<file path="src/rtl/iopfm_consts.svh">
// Constants of the I/O port function map: addresses, function codes, power-on map
`ifndef IOPFM_CONSTS_SVH
`define IOPFM_CONSTS_SVH

// Control-port addresses of the eight pin map registers
`define IOPFM_ADDR_PIN_FIRST 10'h00f
`define IOPFM_ADDR_PIN_LAST 10'h016

// Function code field layout
`define IOPFM_CODE_DIR_BIT 5
`define IOPFM_CODE_RESERVED 6'h00

// Output function codes
`define IOPFM_FN_FULL_FIELD_ERR 6'h01
`define IOPFM_FN_ACT_PIC_ERR 6'h02
`define IOPFM_FN_ANC_FLAG_ERR 6'h03
`define IOPFM_FN_CRC_ERR 6'h04
`define IOPFM_FN_SAV 6'h0d
`define IOPFM_FN_EAV 6'h0e
`define IOPFM_FN_SYNC_CHANGE 6'h0f
`define IOPFM_FN_F 6'h12
`define IOPFM_FN_V 6'h13
`define IOPFM_FN_H 6'h14
`define IOPFM_FN_FORMAT0 6'h15
`define IOPFM_FN_FIFO_FULL 6'h1a
`define IOPFM_FN_FIFO_EMPTY 6'h1b
`define IOPFM_FN_LOCK 6'h1c
`define IOPFM_FN_FIFO_OVERRUN 6'h1d
`define IOPFM_FN_CHKSUM_ERR 6'h1f

// Input function codes
`define IOPFM_FN_EDH_FORCE 6'h20
`define IOPFM_FN_PAT_SEL0 6'h21
`define IOPFM_FN_EDH_ENABLE 6'h27
`define IOPFM_FN_PG_ENABLE 6'h28
`define IOPFM_FN_IN_LAST 6'h28

// Power-on map, pin 0 in the low six bits
`define IOPFM_RESET_MAP 48'ha1d11c6544d2

// Self-test pattern words
`define IOPFM_BIST_525 6'h03
`define IOPFM_BIST_625 6'h11
`define IOPFM_PAT_COLOR_BARS 2'h3

`endif

</file>
<file path="src/rtl/iopfm_pkg.sv">
// Types of the I/O port function map
package iopfm_pkg;

    typedef enum logic [0:0] {
        IOPFM_PH_ADDR = 1'b0,
        IOPFM_PH_DATA = 1'b1
    } iopfm_phase_t;

    typedef enum logic [1:0] {
        IOPFM_RATE_27 = 2'b00,
        IOPFM_RATE_36 = 2'b01,
        IOPFM_RATE_54 = 2'b10,
        IOPFM_RATE_NONE = 2'b11
    } iopfm_rate_t;

    typedef enum logic [1:0] {
        IOPFM_PAT_BLACK = 2'b00,
        IOPFM_PAT_PLL = 2'b01,
        IOPFM_PAT_EQ = 2'b10,
        IOPFM_PAT_BARS = 2'b11
    } iopfm_pattern_t;

endpackage : iopfm_pkg

</file>
<file path="src/rtl/iopfm_pattern_decode.sv">
// Decoder of the test pattern select word and choice of self-test pattern
`timescale 1ns/1ps
`include "iopfm_consts.svh"

module iopfm_pattern_decode
    import iopfm_pkg::*;
(
    input wire logic [5:0] select_word, // Pattern select word
    input wire logic self_test, // Self-test requested
    output logic [5:0] active_word, // Word actually used
    output logic is_hd, // High-definition raster
    output logic sd_625, // 625-line standard definition
    output iopfm_rate_t sd_rate, // Standard-definition sample rate
    output iopfm_pattern_t pattern // Pattern kind
);

    // Self-test replaces the whole SD word, or only the pattern part of an HD word
    always_comb begin
        active_word = select_word;
        if (self_test) begin
            if (select_word[5]) begin
                active_word = {select_word[5:2], `IOPFM_PAT_COLOR_BARS}; // RULE_03
            end else if (select_word[4]) begin
                active_word = `IOPFM_BIST_625; // RULE_02
            end else begin
                active_word = `IOPFM_BIST_525; // RULE_02
            end
        end
    end

    // Field decode of the word in use
    always_comb begin
        is_hd = active_word[5]; // RULE_01
        sd_625 = !active_word[5] && active_word[4]; // RULE_01
        pattern = iopfm_pattern_t'(active_word[1:0]); // RULE_01
        if (active_word[5]) begin
            sd_rate = IOPFM_RATE_NONE;
        end else begin
            sd_rate = iopfm_rate_t'(active_word[3:2]); // RULE_01
        end
    end

endmodule : iopfm_pattern_decode

</file>
<file path="src/rtl/iopfm_top.sv">
// Multi-function I/O port pin map with control-port programming and pattern decode
// What this block does
// RULE_01: SD pattern word fields: standard, rate, pattern
// RULE_02: SD self-test uses NTSC bars, PAL PLL
// RULE_03: HD self-test uses selected format's color bars
// RULE_04: Output codes select internal status indicators
// RULE_05: Input codes drive internal control bits
// RULE_06: Power-on pin map defaults, pin 7 input
// RULE_07: Code bit 5 sets pin direction
// RULE_08: Eight map registers at consecutive control addresses
// RULE_09: Controller writes address then data, one clock each
// RULE_10: Reserved codes drive nothing; outputs stay low
`timescale 1ns/1ps
`include "iopfm_consts.svh"

module iopfm_top
    import iopfm_pkg::*;
#(
    parameter int NUM_PINS = 8,
    parameter int CODE_W = 6
) (
    input wire logic clk_sys, // System clock, 10 MHz
    input wire logic rst_n, // Asynchronous reset, active low
    // Control port pins
    input wire logic port_clk, // Control port clock pin
    input wire logic aux_or_control_select, // High for ancillary, low for control
    input wire logic rd_wr, // High read, low write
    input wire logic [9:0] port_data, // Control port data/address
    // Multi-function pins
    input wire logic [NUM_PINS-1:0] io_in, // Pin levels
    output logic [NUM_PINS-1:0] io_out, // Pin drive values
    output logic [NUM_PINS-1:0] io_oe, // High while a pin is driven
    // Internal status indicators
    input wire logic full_field_flag_error, // Full-field flag error
    input wire logic active_picture_flag_error, // Active-picture flag error
    input wire logic anc_flag_error, // Ancillary flag error
    input wire logic crc_error, // CRC error
    input wire logic sav_seen, // SAV
    input wire logic eav_seen, // EAV
    input wire logic sync_position_change_flag, // Sync position changed
    input wire logic field_bit, // F
    input wire logic vblank_bit, // V
    input wire logic hblank_bit, // H
    input wire logic [4:0] format_bits, // Format code
    input wire logic fifo_full, // FIFO full
    input wire logic fifo_empty, // FIFO empty
    input wire logic lock_detect, // Lock detect
    input wire logic fifo_overrun, // FIFO overrun
    input wire logic chksum_error, // Ancillary checksum error
    input wire logic self_test, // Self-test mode
    // Internal control bits
    output logic edh_force, // EDH force
    output logic [5:0] pattern_select, // Pattern select word from pins
    output logic edh_enable, // EDH enable
    output logic pattern_generator_enable, // Pattern generator enable
    output logic [5:0] pattern_word, // Word in use after self-test choice
    output logic pattern_is_hd, // HD raster selected
    output logic pattern_sd_625, // 625-line SD selected
    output iopfm_rate_t pattern_sd_rate, // SD rate
    output iopfm_pattern_t pattern_kind // Pattern kind
);

    localparam int NUM_IN_FN = 9;

    // Refuse parameter values that the fixed pin map cannot serve
    if (NUM_PINS != 8 || CODE_W != 6) begin : g_bad_params
        $error("iopfm_top serves eight pins with six-bit codes only");
    end

    // Output code is valid when it names a status indicator
    function automatic logic out_code_valid(input logic [5:0] code);
        out_code_valid = !code[`IOPFM_CODE_DIR_BIT] && (code != `IOPFM_CODE_RESERVED)
            && !(code > `IOPFM_FN_CRC_ERR && code < `IOPFM_FN_SAV)
            && (code != 6'h10) && (code != 6'h11) && (code != 6'h1e); // RULE_10
    endfunction : out_code_valid

    // Input code is valid when it names a control bit
    function automatic logic in_code_valid(input logic [5:0] code);
        in_code_valid = code[`IOPFM_CODE_DIR_BIT] && (code <= `IOPFM_FN_IN_LAST); // RULE_07
    endfunction : in_code_valid

    // Two-stage synchronisers for all pins
    logic [NUM_PINS+12:0] sync1_q, sync2_q;
    always_ff @(posedge clk_sys or negedge rst_n) begin
        if (!rst_n) begin
            sync1_q <= '0;
            sync2_q <= '0;
        end else begin
            sync1_q <= {io_in, port_clk, aux_or_control_select, rd_wr, port_data};
            sync2_q <= sync1_q;
        end
    end

    logic [NUM_PINS-1:0] in_s;
    logic clk_s, sel_s, rw_s;
    logic [9:0] data_s;
    assign {in_s, clk_s, sel_s, rw_s, data_s} = sync2_q;

    // Control port write sequencer and map registers
    logic clk_prev_q, clk_prev_d;
    iopfm_phase_t phase_q, phase_d;
    logic [9:0] addr_q, addr_d;
    logic [CODE_W-1:0] map_q [NUM_PINS];
    logic [CODE_W-1:0] map_d [NUM_PINS];
    logic [9:0] pin_off;
    assign pin_off = addr_q - `IOPFM_ADDR_PIN_FIRST;

    always_comb begin
        clk_prev_d = clk_s;
        phase_d = phase_q;
        addr_d = addr_q;
        map_d = map_q;
        if (sel_s || rw_s) begin
            phase_d = IOPFM_PH_ADDR;
        end else if (clk_s && !clk_prev_q) begin
            if (phase_q == IOPFM_PH_ADDR) begin
                addr_d = data_s; // RULE_09
                phase_d = IOPFM_PH_DATA;
            end else begin
                phase_d = IOPFM_PH_ADDR;
                if (addr_q >= `IOPFM_ADDR_PIN_FIRST && addr_q <= `IOPFM_ADDR_PIN_LAST) begin
                    map_d[pin_off[2:0]] = data_s[CODE_W-1:0]; // RULE_08
                end
            end
        end
    end

    always_ff @(posedge clk_sys or negedge rst_n) begin
        if (!rst_n) begin
            clk_prev_q <= 1'b0;
            phase_q <= IOPFM_PH_ADDR;
            addr_q <= '0;
            for (int i = 0; i < NUM_PINS; i++) begin
                map_q[i] <= CODE_W'(`IOPFM_RESET_MAP >> (i * 6)); // RULE_06
            end
        end else begin
            clk_prev_q <= clk_prev_d;
            phase_q <= phase_d;
            addr_q <= addr_d;
            map_q <= map_d;
        end
    end

    // Status indicators indexed by the low five code bits
    logic [31:0] st_vec;
    always_comb begin
        st_vec = '0;
        st_vec[1] = full_field_flag_error; // RULE_04
        st_vec[2] = active_picture_flag_error;
        st_vec[3] = anc_flag_error;
        st_vec[4] = crc_error;
        st_vec[13] = sav_seen;
        st_vec[14] = eav_seen;
        st_vec[15] = sync_position_change_flag;
        st_vec[18] = field_bit;
        st_vec[19] = vblank_bit;
        st_vec[20] = hblank_bit;
        st_vec[25:21] = format_bits;
        st_vec[26] = fifo_full;
        st_vec[27] = fifo_empty;
        st_vec[28] = lock_detect;
        st_vec[29] = fifo_overrun;
        st_vec[31] = chksum_error;
    end

    // Pin drive and direction per pin
    logic [NUM_PINS-1:0] out_d, out_q;
    genvar gp;
    generate
        for (gp = 0; gp < NUM_PINS; gp++) begin : g_pin
            assign io_oe[gp] = !map_q[gp][`IOPFM_CODE_DIR_BIT]; // RULE_07
            assign out_d[gp] = out_code_valid(map_q[gp]) ? st_vec[map_q[gp][4:0]] : 1'b0; // RULE_04 RULE_10
        end
    endgenerate

    // Control bits: OR of the input pins mapped to each function
    logic [NUM_IN_FN-1:0] ctrl_d, ctrl_q;
    genvar gf;
    generate
        for (gf = 0; gf < NUM_IN_FN; gf++) begin : g_fn
            always_comb begin
                ctrl_d[gf] = 1'b0;
                for (int p = 0; p < NUM_PINS; p++) begin
                    if (in_code_valid(map_q[p]) && map_q[p] == `IOPFM_FN_EDH_FORCE + 6'(gf)) begin
                        ctrl_d[gf] = ctrl_d[gf] | in_s[p]; // RULE_05
                    end
                end
            end
        end
    endgenerate

    // Pattern decode of the pin-driven select word
    logic [5:0] pw_d;
    logic hd_d, s625_d;
    iopfm_rate_t rate_d;
    iopfm_pattern_t kind_d;
    iopfm_pattern_decode u_decode (
        .select_word(ctrl_q[6:1]),
        .self_test(self_test),
        .active_word(pw_d),
        .is_hd(hd_d),
        .sd_625(s625_d),
        .sd_rate(rate_d),
        .pattern(kind_d)
    );

    // Output registers
    always_ff @(posedge clk_sys or negedge rst_n) begin
        if (!rst_n) begin
            out_q <= '0;
            ctrl_q <= '0;
            pattern_word <= '0;
            pattern_is_hd <= 1'b0;
            pattern_sd_625 <= 1'b0;
            pattern_sd_rate <= IOPFM_RATE_27;
            pattern_kind <= IOPFM_PAT_BLACK;
        end else begin
            out_q <= out_d;
            ctrl_q <= ctrl_d;
            pattern_word <= pw_d;
            pattern_is_hd <= hd_d;
            pattern_sd_625 <= s625_d;
            pattern_sd_rate <= rate_d;
            pattern_kind <= kind_d;
        end
    end

    assign io_out = out_q;
    assign edh_force = ctrl_q[0];
    assign pattern_select = ctrl_q[6:1];
    assign edh_enable = ctrl_q[7];
    assign pattern_generator_enable = ctrl_q[8];

endmodule : iopfm_top

</file>
<file path="config.mk">
export PLATFORM = sky130hd
export DESIGN_NAME = iopfm_top
export DESIGN_NICKNAME = d
export VERILOG_FILES = /design/src/rtl/iopfm_pkg.sv /design/src/rtl/iopfm_pattern_decode.sv /design/src/rtl/iopfm_top.sv
export VERILOG_INCLUDE_DIRS = /design/src /design/src/rtl
export SDC_FILE = /design/constraint.sdc
export NUM_CORES = 1
export LEC_CHECK = 0
export BUFFER_PORTS_ARGS = -buffer_cell sky130_fd_sc_hd__buf_4
export CAP_MARGIN = 20
export CORE_MARGIN = 1
export CORE_UTILIZATION = 50
export CTS_CLUSTER_DIAMETER = 150
export DETAILED_ROUTE_END_ITERATION = 10
export PLACE_DENSITY = 0.69
export SYNTH_ARGS = -nofsm -noshare
export SYNTH_HDL_FRONTEND = slang
export SYNTH_SLANG_ARGS = --single-unit
export TNS_END_PERCENT = 20
</file>
<file path="constraint.sdc">
create_clock -name clk_sys -period 2.4 [get_ports clk_sys]
set_input_delay 0.12 -clock clk_sys [delete_from_list [all_inputs] [get_ports clk_sys]]
set_output_delay 0.12 -clock clk_sys [all_outputs]
set_load 0.01 [all_outputs]
</file>
==> Yosys cells after proc, flatten, opt, wreduce, memory -nomap -nowiden <==
Index checks and enable logic that the tools add are counted.
{ "word_totals": {"romBits": 0, "ram_bits": 0, "ff_bits": 131, "elab_cells": 487, "latchBits": 0, "inputBits": 44, "mem_count": 0} }
{ "classes": {"n_bitwise": 66, "add_sub_neg": 1, "muxes": 106, "n_lt_le_gt_ge": 36, "eq_ne": 96, "n_mul": 0, "div": 0, "reduce_logical": 162, "n_shift": 0} }
{ "op_table": {"columns": ["op", "count"], "rows": [
  ["$eq A6 B6 Y1 const B", 72],
  ["$ne A6 B5 Y1 const B", 24],
  ["$logic_and A1 B1 Y1", 132],
  ["$mux W1", 91],
  ["$or A1 B1 Y1", 63],
  ["$bwmux W48", 1],
  ["$gt A6 B3 Y1 const B", 8],
  ["$le A6 B6 Y1 const B", 8],
  ["$lt A5 B6 Y1 const B", 8],
  ["$lt A6 B4 Y1 const B", 8],
  ["$reduce_bool A6 Y1", 8],
  ["$bmux W1 S5", 8],
  ["$demux W6 S3", 1],
  ["$logic_not A1 Y1", 18],
  ["$mux W6", 3],
  ["$ge A10 B4 Y1 const B", 1],
  ["$le A10 B5 Y1 const B", 1],
  ["$mux W5", 1],
  ["$ge A4 B4 Y1 const B", 1],
  ["$lt A4 B1 Y1 const B", 1],
  ["$not A3 Y4", 1],
  ["$reduce_and A4 Y1", 1],
  ["$reduce_and A3 Y1", 1],
  ["$sub A3 B3 Y3 const B", 1],
  ["4 further kinds", 5]
]} }

==> Depth between registers and ports, before layout <==
Gate-level depths: netlist (run 1).
{ "depth": {"word_depth": 18, "depth_mapped": 7, "ltp_nobuf": 7} }

==> By module <==
Synthesis (run 1) repeated with hierarchy kept, for this count alone.
{ "unflattened": {"hier_cells": 659, "hier_area_um2": 7110.6} }
{ "by_module_without_submodules": {"columns": ["module", "seq_area_each_um2", "area_per_inst_um2", "cells_each", "instances"], "rows": [
  ["iopfm_top", 3303.2, 7014.2, 644, 1],
  ["iopfm_pattern_decode", 0.0, 96.3, 15, 1]
]} }

==> Least setup slack after synthesis (run 1) <==
OpenSTA, ideal clock, no wires.
{ "synth_path": {"path_kind": "reg-to-reg", "startpoint": "register addr_q[0]", "endpoint": "register map_q[12] (netlist name)", "setup_ps": 125, "t_arrival_ps": 1783, "path_buffers": 0, "period_less_slack_ps": 1908, "t_required_ps": 2275, "path_stages_with_launch": 7, "setup_slack_ps": 492, "cell_sequence": "dfrtp_1 -> ha_1 -> xnor2_1 -> nand2b_1 -> or2_4 -> nor2_4 -> mux2_2"} }
{ "synth_between": {"elab_chain_cells": 7, "elab_cells_between_ends": 12, "classes_between": "1 x add/sub; 4 x order compare; 3 x mux; 1 x bitwise; 3 x reduce/logical"} }
{ "synth_lines": {"columns": ["element", "line", "rtl"], "rows": [
  ["start: declaration", "iopfm_top.sv:102", "logic [9:0] addr_q, addr_d;"],
  ["start signal: assignment", "iopfm_top.sv:139", "addr_q <= addr_d;"],
  ["$sub A3 B3 Y3 (no source line)", null, null],
  ["$not A3 Y4 (implied by the code)", "iopfm_top.sv:122", "map_d[pin_off[2:0]] = data_s[CODE_W-1:0];"],
  ["$ge A4 B4 Y1 (implied by the code) / $lt A4 B1 Y1 (equally long branches)", "iopfm_top.sv:122", null],
  ["$logic_and A1 B1 Y1 (implied by the code)", "iopfm_top.sv:122", null],
  ["$mux W6 (implied by the code)", "iopfm_top.sv:122", null],
  ["$demux W6 S3", "iopfm_top.sv:122", null],
  ["$bwmux W48", "iopfm_top.sv:122", null],
  ["end signal: indexed assignment", "iopfm_top.sv:134", "map_q[i] <= CODE_W'(`IOPFM_RESET_MAP >> (i * 6));"],
  ["end signal: assignment", "iopfm_top.sv:140", "map_q <= map_d;"],
  ["end: declaration", "iopfm_top.sv:103", "logic [CODE_W-1:0] map_q [NUM_PINS];"]
]} }
Parallel ways exist; a longest one is shown, timed or not.
A chain may end at the register's enable or synchronous reset.

==> Final worst setup path (run 1) <==
{ "layout_path": {"startpoint": "register map_q[36] (netlist name)", "endpoint": "register out_q[1] (netlist: io_out[1])"} }
{ "layout_between": {"elab_chain_cells": 8, "elab_cells_between_ends": 16, "classes_between": "2 x order compare; 3 x eq/ne; 3 x mux; 8 x reduce/logical"} }
{ "layout_lines": {"columns": ["element", "line", "rtl"], "rows": [
  ["$gt A6 B3 Y1 (no source line) / $lt A6 B4 Y1 (equally long branches)", null, null],
  ["$logic_and A1 B1 Y1 (no source line)", null, null],
  ["$logic_not A1 Y1", "iopfm_top.sv:73", "&& !(code > `IOPFM_FN_CRC_ERR && code < `IOPFM_FN_SAV)"],
  ["$logic_and A1 B1 Y1 (4 in series)", "iopfm_top.sv:72", "out_code_valid = !code[`IOPFM_CODE_DIR_BIT] && (code != `IOPFM_CODE_RESERVED)"],
  ["$mux W1 *", "iopfm_top.sv:172", "assign out_d[gp] = out_code_valid(map_q[gp]) ? st_vec[map_q[gp][4:0]] : 1'b0;"],
  ["net out_d[1]", "iopfm_top.sv:167", "logic [NUM_PINS-1:0] out_d, out_q;"],
  ["end signal: assignment", "iopfm_top.sv:218", "out_q <= out_d;"],
  ["end: declaration", "iopfm_top.sv:167", null]
]} }
The timed path passes the listed nets; every way through them passes the cells marked *. The select of a mux whose other input is x is not followed.

==> run_results.csv, run 1 <==
group,metric,value,unit
global_route,grt_pass1_vias,5532,
yosys,synth_cell_types,69,
final_layout,most-common-layout-cells,"dfrtp_1 (108), buf_4 (84), mux2_2 (79)",
die,die_area,0.0145,mm^2
sta,hold_viol_final,0,
yosys,synth_xor_area_share,0.250,%
power_and_ir_drop,powerDensity,617,mW/mm^2
sta,rsz0062_at_grt,"false",
yosys,yosys_warnings,0,
outcome,outcome,"finished, final reports clean",
yosys,ys_ff_latch,128,
final_layout,multi_input_area,0.00350,mm^2
final_layout,design_area,0.00847,mm^2
yosys,synth_top_area_cell,"dfrtp_1",
critical_path,arrival,2.42,ns
global_route,grt_overflow,0,
power_and_ir_drop,p_int,3880,uW
die,core.rowCount,42,
power_and_ir_drop,switching_share,25.8,%
global_route,grt_use_total,30.0,%
routing,dr.pass1.iters,6,
yosys,ys_seq_area_share,46.1,%
final_layout,ff_latch_area,0.00323,mm^2
routing,wl,20700,um
routing,via_per_inst,6.30,
yosys,syn_area_per_cell,11.0,um^2
global_route,grt_pass1_wl,31600,um
yosys,synth_simple_gate_area_share,18.8,%
yosys,synth_cells,637,
critical_path,required,2.70,ns
clocking,cts_tree,"done",
power_and_ir_drop,pwr-share-clk,47.9,%
sta,fin_crit_sh,88.4,%
final_layout,diodes,0,
clocking,cts_buffer_depth,2,
global_route,grt_max_degree,129,
placed_design,portBuffers,80,
clocking,cts_buffers,17,
sta,setup-tns-final,0,ns
yosys,synth_fp_nets,683,
clocking,cts.clk_slew.worst_paths,0.06,ns
final_layout,fillCellCount,1113,
power_and_ir_drop,p_switching,1350,uW
clocking,cts_resized,0,
sta,maxSlewHeadroom,56.3,%
placed_design,post-dp-hpwl,13700,um
yosys,synth_area,0.00701,mm^2
yosys,synthAdderAreaFrac,0.357,%
yosys,synth.area.top_cells,"dfrtp_1 (39%), mux2_2 (13%), dfstp_2 (7.5%), mux4_2 (3.9%), nand2_1 (2.2%)",
power_and_ir_drop,pwr-share-comb,7.8,%
clocking,postCtsSetupRepairBufs,0,
routing,dr_total_vias,5705,
power_and_ir_drop,leakagePower,0.00349,uW
critical_path,crit_type,"reg2reg",
yosys,postSynth.asyncResetShare,100,%
die,io_pins,81,
yosys,synth-edff-count,0,
yosys,synth_top_area_share,38.6,%
sta,finClkSkew,0.00950,ns
critical_path,cp_max_fo,18,
final_layout,nets,762,
clocking,clk_latency,0.42,ns
placed_design,dpl-instance-area,0.00766,mm^2
yosys,synth_compound_area_share,11.8,%
clocking,root_buffer,"clkbuf_16",
routing,drcViolationCount,0,
sta,slew_violations,0,
sta,period_minus_slack,2.12,ns
die,core,0.0135,mm^2
routing,wl_per_cell,22.9,um
final_layout,drive_gt1_share,34.4,%
sta,worst_pin_slew,0.656,ns
final_layout,area_delta_synth_final,20.8,%
routing,postRouteAntennaNets,0,
clocking,htree_levels,4,
critical_path,cp-end-kind,"register",
sta,clock.fmax,471,MHz
yosys,synth_ff_type,"dfrtp_1",
power_and_ir_drop,seqPwrFrac,44.3,%
clocking,cts_sinks,128,
die,die_w,120,um
yosys,synth_top_family_by_area,"simple AND/OR/NAND/NOR gates",
sta,setup_violations,0,
job,maxCapViolCount,0,
global_route,antenna_found_initial,0,
die,fp.dieH,120,um
die,initial_core_util,52.1,%
clocking,ctsHoldBuffers,23,
yosys,muxShareOfSynthArea,18.7,%
hold_path,worst_hold_path_type,"in2reg",
critical_path,worstSetupStartpointType,"register",
placed_design,gp_congestion,0.953,
final_layout,final_common_cell,"dfrtp_1",
routing,drtIter0Drc,672,
power_and_ir_drop,peakVddDrop,0.000523,V
==> cell families after synthesis <==
family	count (synthesis)
muxes	106
buffers and inverters	66
DFF	128
adders and majority gates	2
xor gates and xnor gates	2
AOI/OAI and AO/OA	115
and+or+nand+nor	218
==> sequential cells by signal (all words and copies together) (netlist names) <==
register / count
pattern_sd_rate: 2
pattern_word: 4
io_out: 8
ctrl_q: 9
pattern_is_hd: 1
clk_prev_q: 1
pattern_kind: 1
pattern_sd_625: 1
map_q: 48
sync2_q: 21
phase_q: 1
sync1_q: 21
addr_q: 10
==> routing by layer <==
layer	global-route usage [%]	share of wire, %	vias up
met5	0	0	-
met4	14.2	3.4	0
met3	6.42	9.4	68
met2	46.9	47	308
met1	40.0	40	2793
li1	-	-	2536
==> final cells by class <==
class                           count  share of cell area (%)
Timing Repair Buffer              108                    10.4
Clock inverter                     15                    1.76
Sequential cell                   128                    38.1
Inverter                           18                   0.798
Clock buffer                       17                    5.02
Multi-Input combinational cell    443                    41.3
Tap cell                          176                    2.60
==> worst paths after layout <==
kind	from	to	slack [ns]	depth (start not counted)
setup reg to reg	map_q[36]	io_out[1]	0.28	4
hold / removal	sav_seen	io_out[1]	0.15	3
min in group asynchronous	rst_n	io_out[2]	0.36	3
setup / recovery	map_q[36]	io_out[1]	0.28	4
max in group asynchronous	rst_n	sync1_q[5]	1.56	3
hold reg to reg	sync1_q[12]	sync2_q[12]	0.35	0
==> power groups by stage <==
stage               logic [uW]  clock network (uW)  registers (uW)
floorplan                  186                   0            2320
global placement           364                   0            2350
detailed placement         374                   0            2350
CTS                        405                2550            2310
global route               437                2640            2320
finish                     407                2500            2320
==> Yosys cell counts, types with 10 or more instances <==
library cell and count:
o21ai_0 19, dfrtp_1 108, dfstp_2 20, inv_1 18
mux2_2 79, a21oi_1 15, a221oi_1 13, nand2b_1 16
nand3_1 17, mux2i_1 15, nor2_1 24, buf_2 12
nand2_1 41, a211oi_1 11, clkbuf_1 29, nor2b_1 19
nand4_1 13, mux4_2 12, nor3_1 19, a31oi_1 10
==> worst max-delay path, stage by stage, from the launching register on <==
cell and delay (ns):
dfstp_2 0.75, mux4_2 0.54, a2111oi_0 0.47, a221o_1 0.18
nor3_1 0.04
==> stage by stage <==
step | power (uW) | hold slack (ns) | util [%] | std cells | setup slack (ns)
3_3_place_gp | 2710 | 0.229 | 57.0 | 850 | 0.383
3_5_place_dp | 2730 | 0.230 | 57.0 | 850 | 0.303
2_1_floorplan | 2510 | -0.176 | - | 637 | 0.492
5_1_grt | 5400 | 0.131 | 62.9 | 905 | 0.162
6_report | 5230 | 0.149 | 62.9 | 905 | 0.278
4_1_cts | 5270 | 0.118 | 62.9 | 905 | 0.289
No activity file was read; power rests on OpenSTA's default activity.
==> run 2: changes to the inputs <==
--- a/config.mk
+++ b/config.mk
@@ -12,7 +12,7 @@
 export CORE_UTILIZATION = 50
 export CTS_CLUSTER_DIAMETER = 150
 export DETAILED_ROUTE_END_ITERATION = 10
-export PLACE_DENSITY = 0.69
+export PLACE_DENSITY = 0.7
 export SYNTH_ARGS = -nofsm -noshare
 export SYNTH_HDL_FRONTEND = slang
 export SYNTH_SLANG_ARGS = --single-unit
==> run 2 against run 1 <==
Global-route usage up 0.94 points. Hold slack worse by 0.021 ns. Combinational power rose by 2%. Sequential cell count did not move. First-iteration DRC count shrank 15%. Cell count rose by 0.22%. Critical path depth increased by 2. Critical endpoint is now map_q[47].
==> run_results.csv, run 2 (synthesis gave the netlist of run 1 again) <==
group,metric,value,unit
routing,postRouteAntennaNets,0,
power_and_ir_drop,pwr-share-clk,49.1,%
routing,wl_per_cell,23.5,um
power_and_ir_drop,switching_share,23.4,%
critical_path,cp_cell_sequence,"ha_1 > xnor2_1 > nand2_1 > or2_4 > nor2_4 > mux2_2",
final_layout,most-common-layout-cells,"dfrtp_1 (108), buf_4 (86), mux2_2 (79)",
clocking,cts_tree,"done",
critical_path,required,2.70,ns
critical_path,crit_cells,6,
critical_path,cp_max_fo,6,
die,io_pins,81,
critical_path,cp_slowest_cell,"dfrtp_1",
sta,clock.fmax,465,MHz
final_layout,nets,764,
clocking,htree_levels,4,
global_route,grt_pass1_vias,5671,
sta,worst_pin_slew,0.678,ns
sta,finClkSkew,0.0114,ns
global_route,grt_pass1_wl,32700,um
job,maxCapViolCount,0,
final_layout,drive_gt1_share,34.2,%
routing,drtIter0Drc,570,
die,fp.dieH,120,um
sta,fin_crit_sh,89.6,%
placed_design,gp_congestion,0.981,
die,core.rowCount,42,
routing,dr_total_vias,5749,
power_and_ir_drop,seqPwrFrac,43.2,%
routing,via_per_inst,6.34,
final_layout,largest_reg_flops,48,
power_and_ir_drop,p_total,5370,uW
sta,period_minus_slack,2.15,ns
final_layout,final_common_cell,"dfrtp_1",
die,initial_core_util,52.1,%
power_and_ir_drop,pwr-share-comb,7.8,%
final_layout,diodes,0,
routing,drcViolationCount,0,
sta,slew_violations,0,
clocking,cts_buffers,17,
die,core,0.0135,mm^2
sta,maxSlewHeadroom,54.5,%
power_and_ir_drop,p_int,4110,uW
power_and_ir_drop,p_switching,1250,uW
die,die_w,120,um
outcome,outcome,"finished, final reports clean",
clocking,cts_sinks,128,
clocking,clk_latency,0.42,ns
global_route,antenna_found_initial,1,
critical_path,cp-end-kind,"register",
sta,whs,0.128,ns
sta,rsz0062_at_grt,"false",
final_layout,area_delta_synth_final,21.4,%
clocking,cts_buffer_depth,2,
clocking,cts.clk_slew.worst_paths,0.06,ns
final_layout,design_area,0.00851,mm^2
global_route,grt_overflow,0,
placed_design,post-dp-hpwl,14100,um
critical_path,path_delay_family,"simple AND/OR/NAND/NOR gates",
critical_path,slowest_delay,0.43,ns
final_layout,reg_top3,"map_q x48, sync1_q x21, sync2_q x21",
final_layout,utilization,63.3,%
power_and_ir_drop,peakVddDrop,0.000507,V
critical_path,rr_worst_depth,6,
routing,wl,21300,um
critical_path,worstSetupStartpointType,"register",
clocking,root_buffer,"clkbuf_16",
sta,hold_viol_final,0,
placed_design,dpl-instance-area,0.00768,mm^2
placed_design,portBuffers,80,
critical_path,arrival,2.45,ns
power_and_ir_drop,powerDensity,631,mW/mm^2
global_route,grt_use_total,31.0,%
sta,setup_violations,0,
power_and_ir_drop,leakagePower,0.00351,uW
global_route,grt_max_degree,63,
sta,setup-tns-final,0,ns
routing,dr.pass1.iters,5,
die,die_area,0.0145,mm^2
critical_path,crit_type,"reg2reg",
hold_path,min_path_cells,3,
hold_path,worst_hold_path_type,"in2reg",
final_layout,regMostFlops,"map_q",
critical_path,worst-path-buf-inv,0,
## run 2: stage by stage
step	cells	setup WS, ns
after floorplan	637	0.492
after global placement	852	0.393
after detailed placement	852	0.326
after CTS	907	0.263
after global routing	907	0.153
final	907	0.250
## run 2: power by group through the flow
| stage | clock network [uW] | logic [uW] | registers, uW |
|---|---|---|---|
| global placement | 0 | 366 | 2350 |
| global route | 2770 | 444 | 2330 |
| floorplan | 0 | 186 | 2320 |
| finish | 2630 | 416 | 2320 |
| CTS | 2660 | 413 | 2310 |
| detailed placement | 0 | 380 | 2350 |
## run 2: cell type report
type | count | area [um^2]
Fill cell | 1086 | 4940
Multi-Input combinational cell | 443 | 3500
Sequential cell | 128 | 3230
Timing Repair Buffer | 110 | 896
Clock buffer | 22 | 464
Tap cell | 176 | 220
Clock inverter | 10 | 136
Inverter | 18 | 67.6
## run 2: repair_timing
item	in CTS	in global routing
gates resized for setup	0	0
hold endpoints to repair	64	0
setup buffers	0	0
hold buffers	23	0
## run 2: worst reg2reg max path: stages (launching register included)
cell and delay, ns:
dfrtp_1 0.43, ha_1 0.26, xnor2_1 0.21, nand2_1 0.18, or2_4 0.31, nor2_4 0.26, mux2_2 0.39
## run 2: path summary, 6_finish.rpt
kind	startpoint	to	slack, ns
max in group asynchronous	rst_n	map_q[5]	1.30
worst min-delay path	sav_seen	io_out[1]	0.13
min in group asynchronous	rst_n	io_out[2]	0.30
worst max register to register	addr_q[0]	map_q[47]	0.25
worst max-delay path	addr_q[0]	map_q[47]	0.25
worst min register to register	sync1_q[7]	sync2_q[7]	0.35
## run 2: metal layers
metal | vias up | GRT usage, % | wire length [um]
li1 | 2552 | - | -
met1 | 2821 | 41.2 | 8830
met2 | 306 | 46.9 | 9690
met3 | 68 | 7.59 | 1830
met4 | 2 | 16.3 | 962
met5 | - | 0 | 13
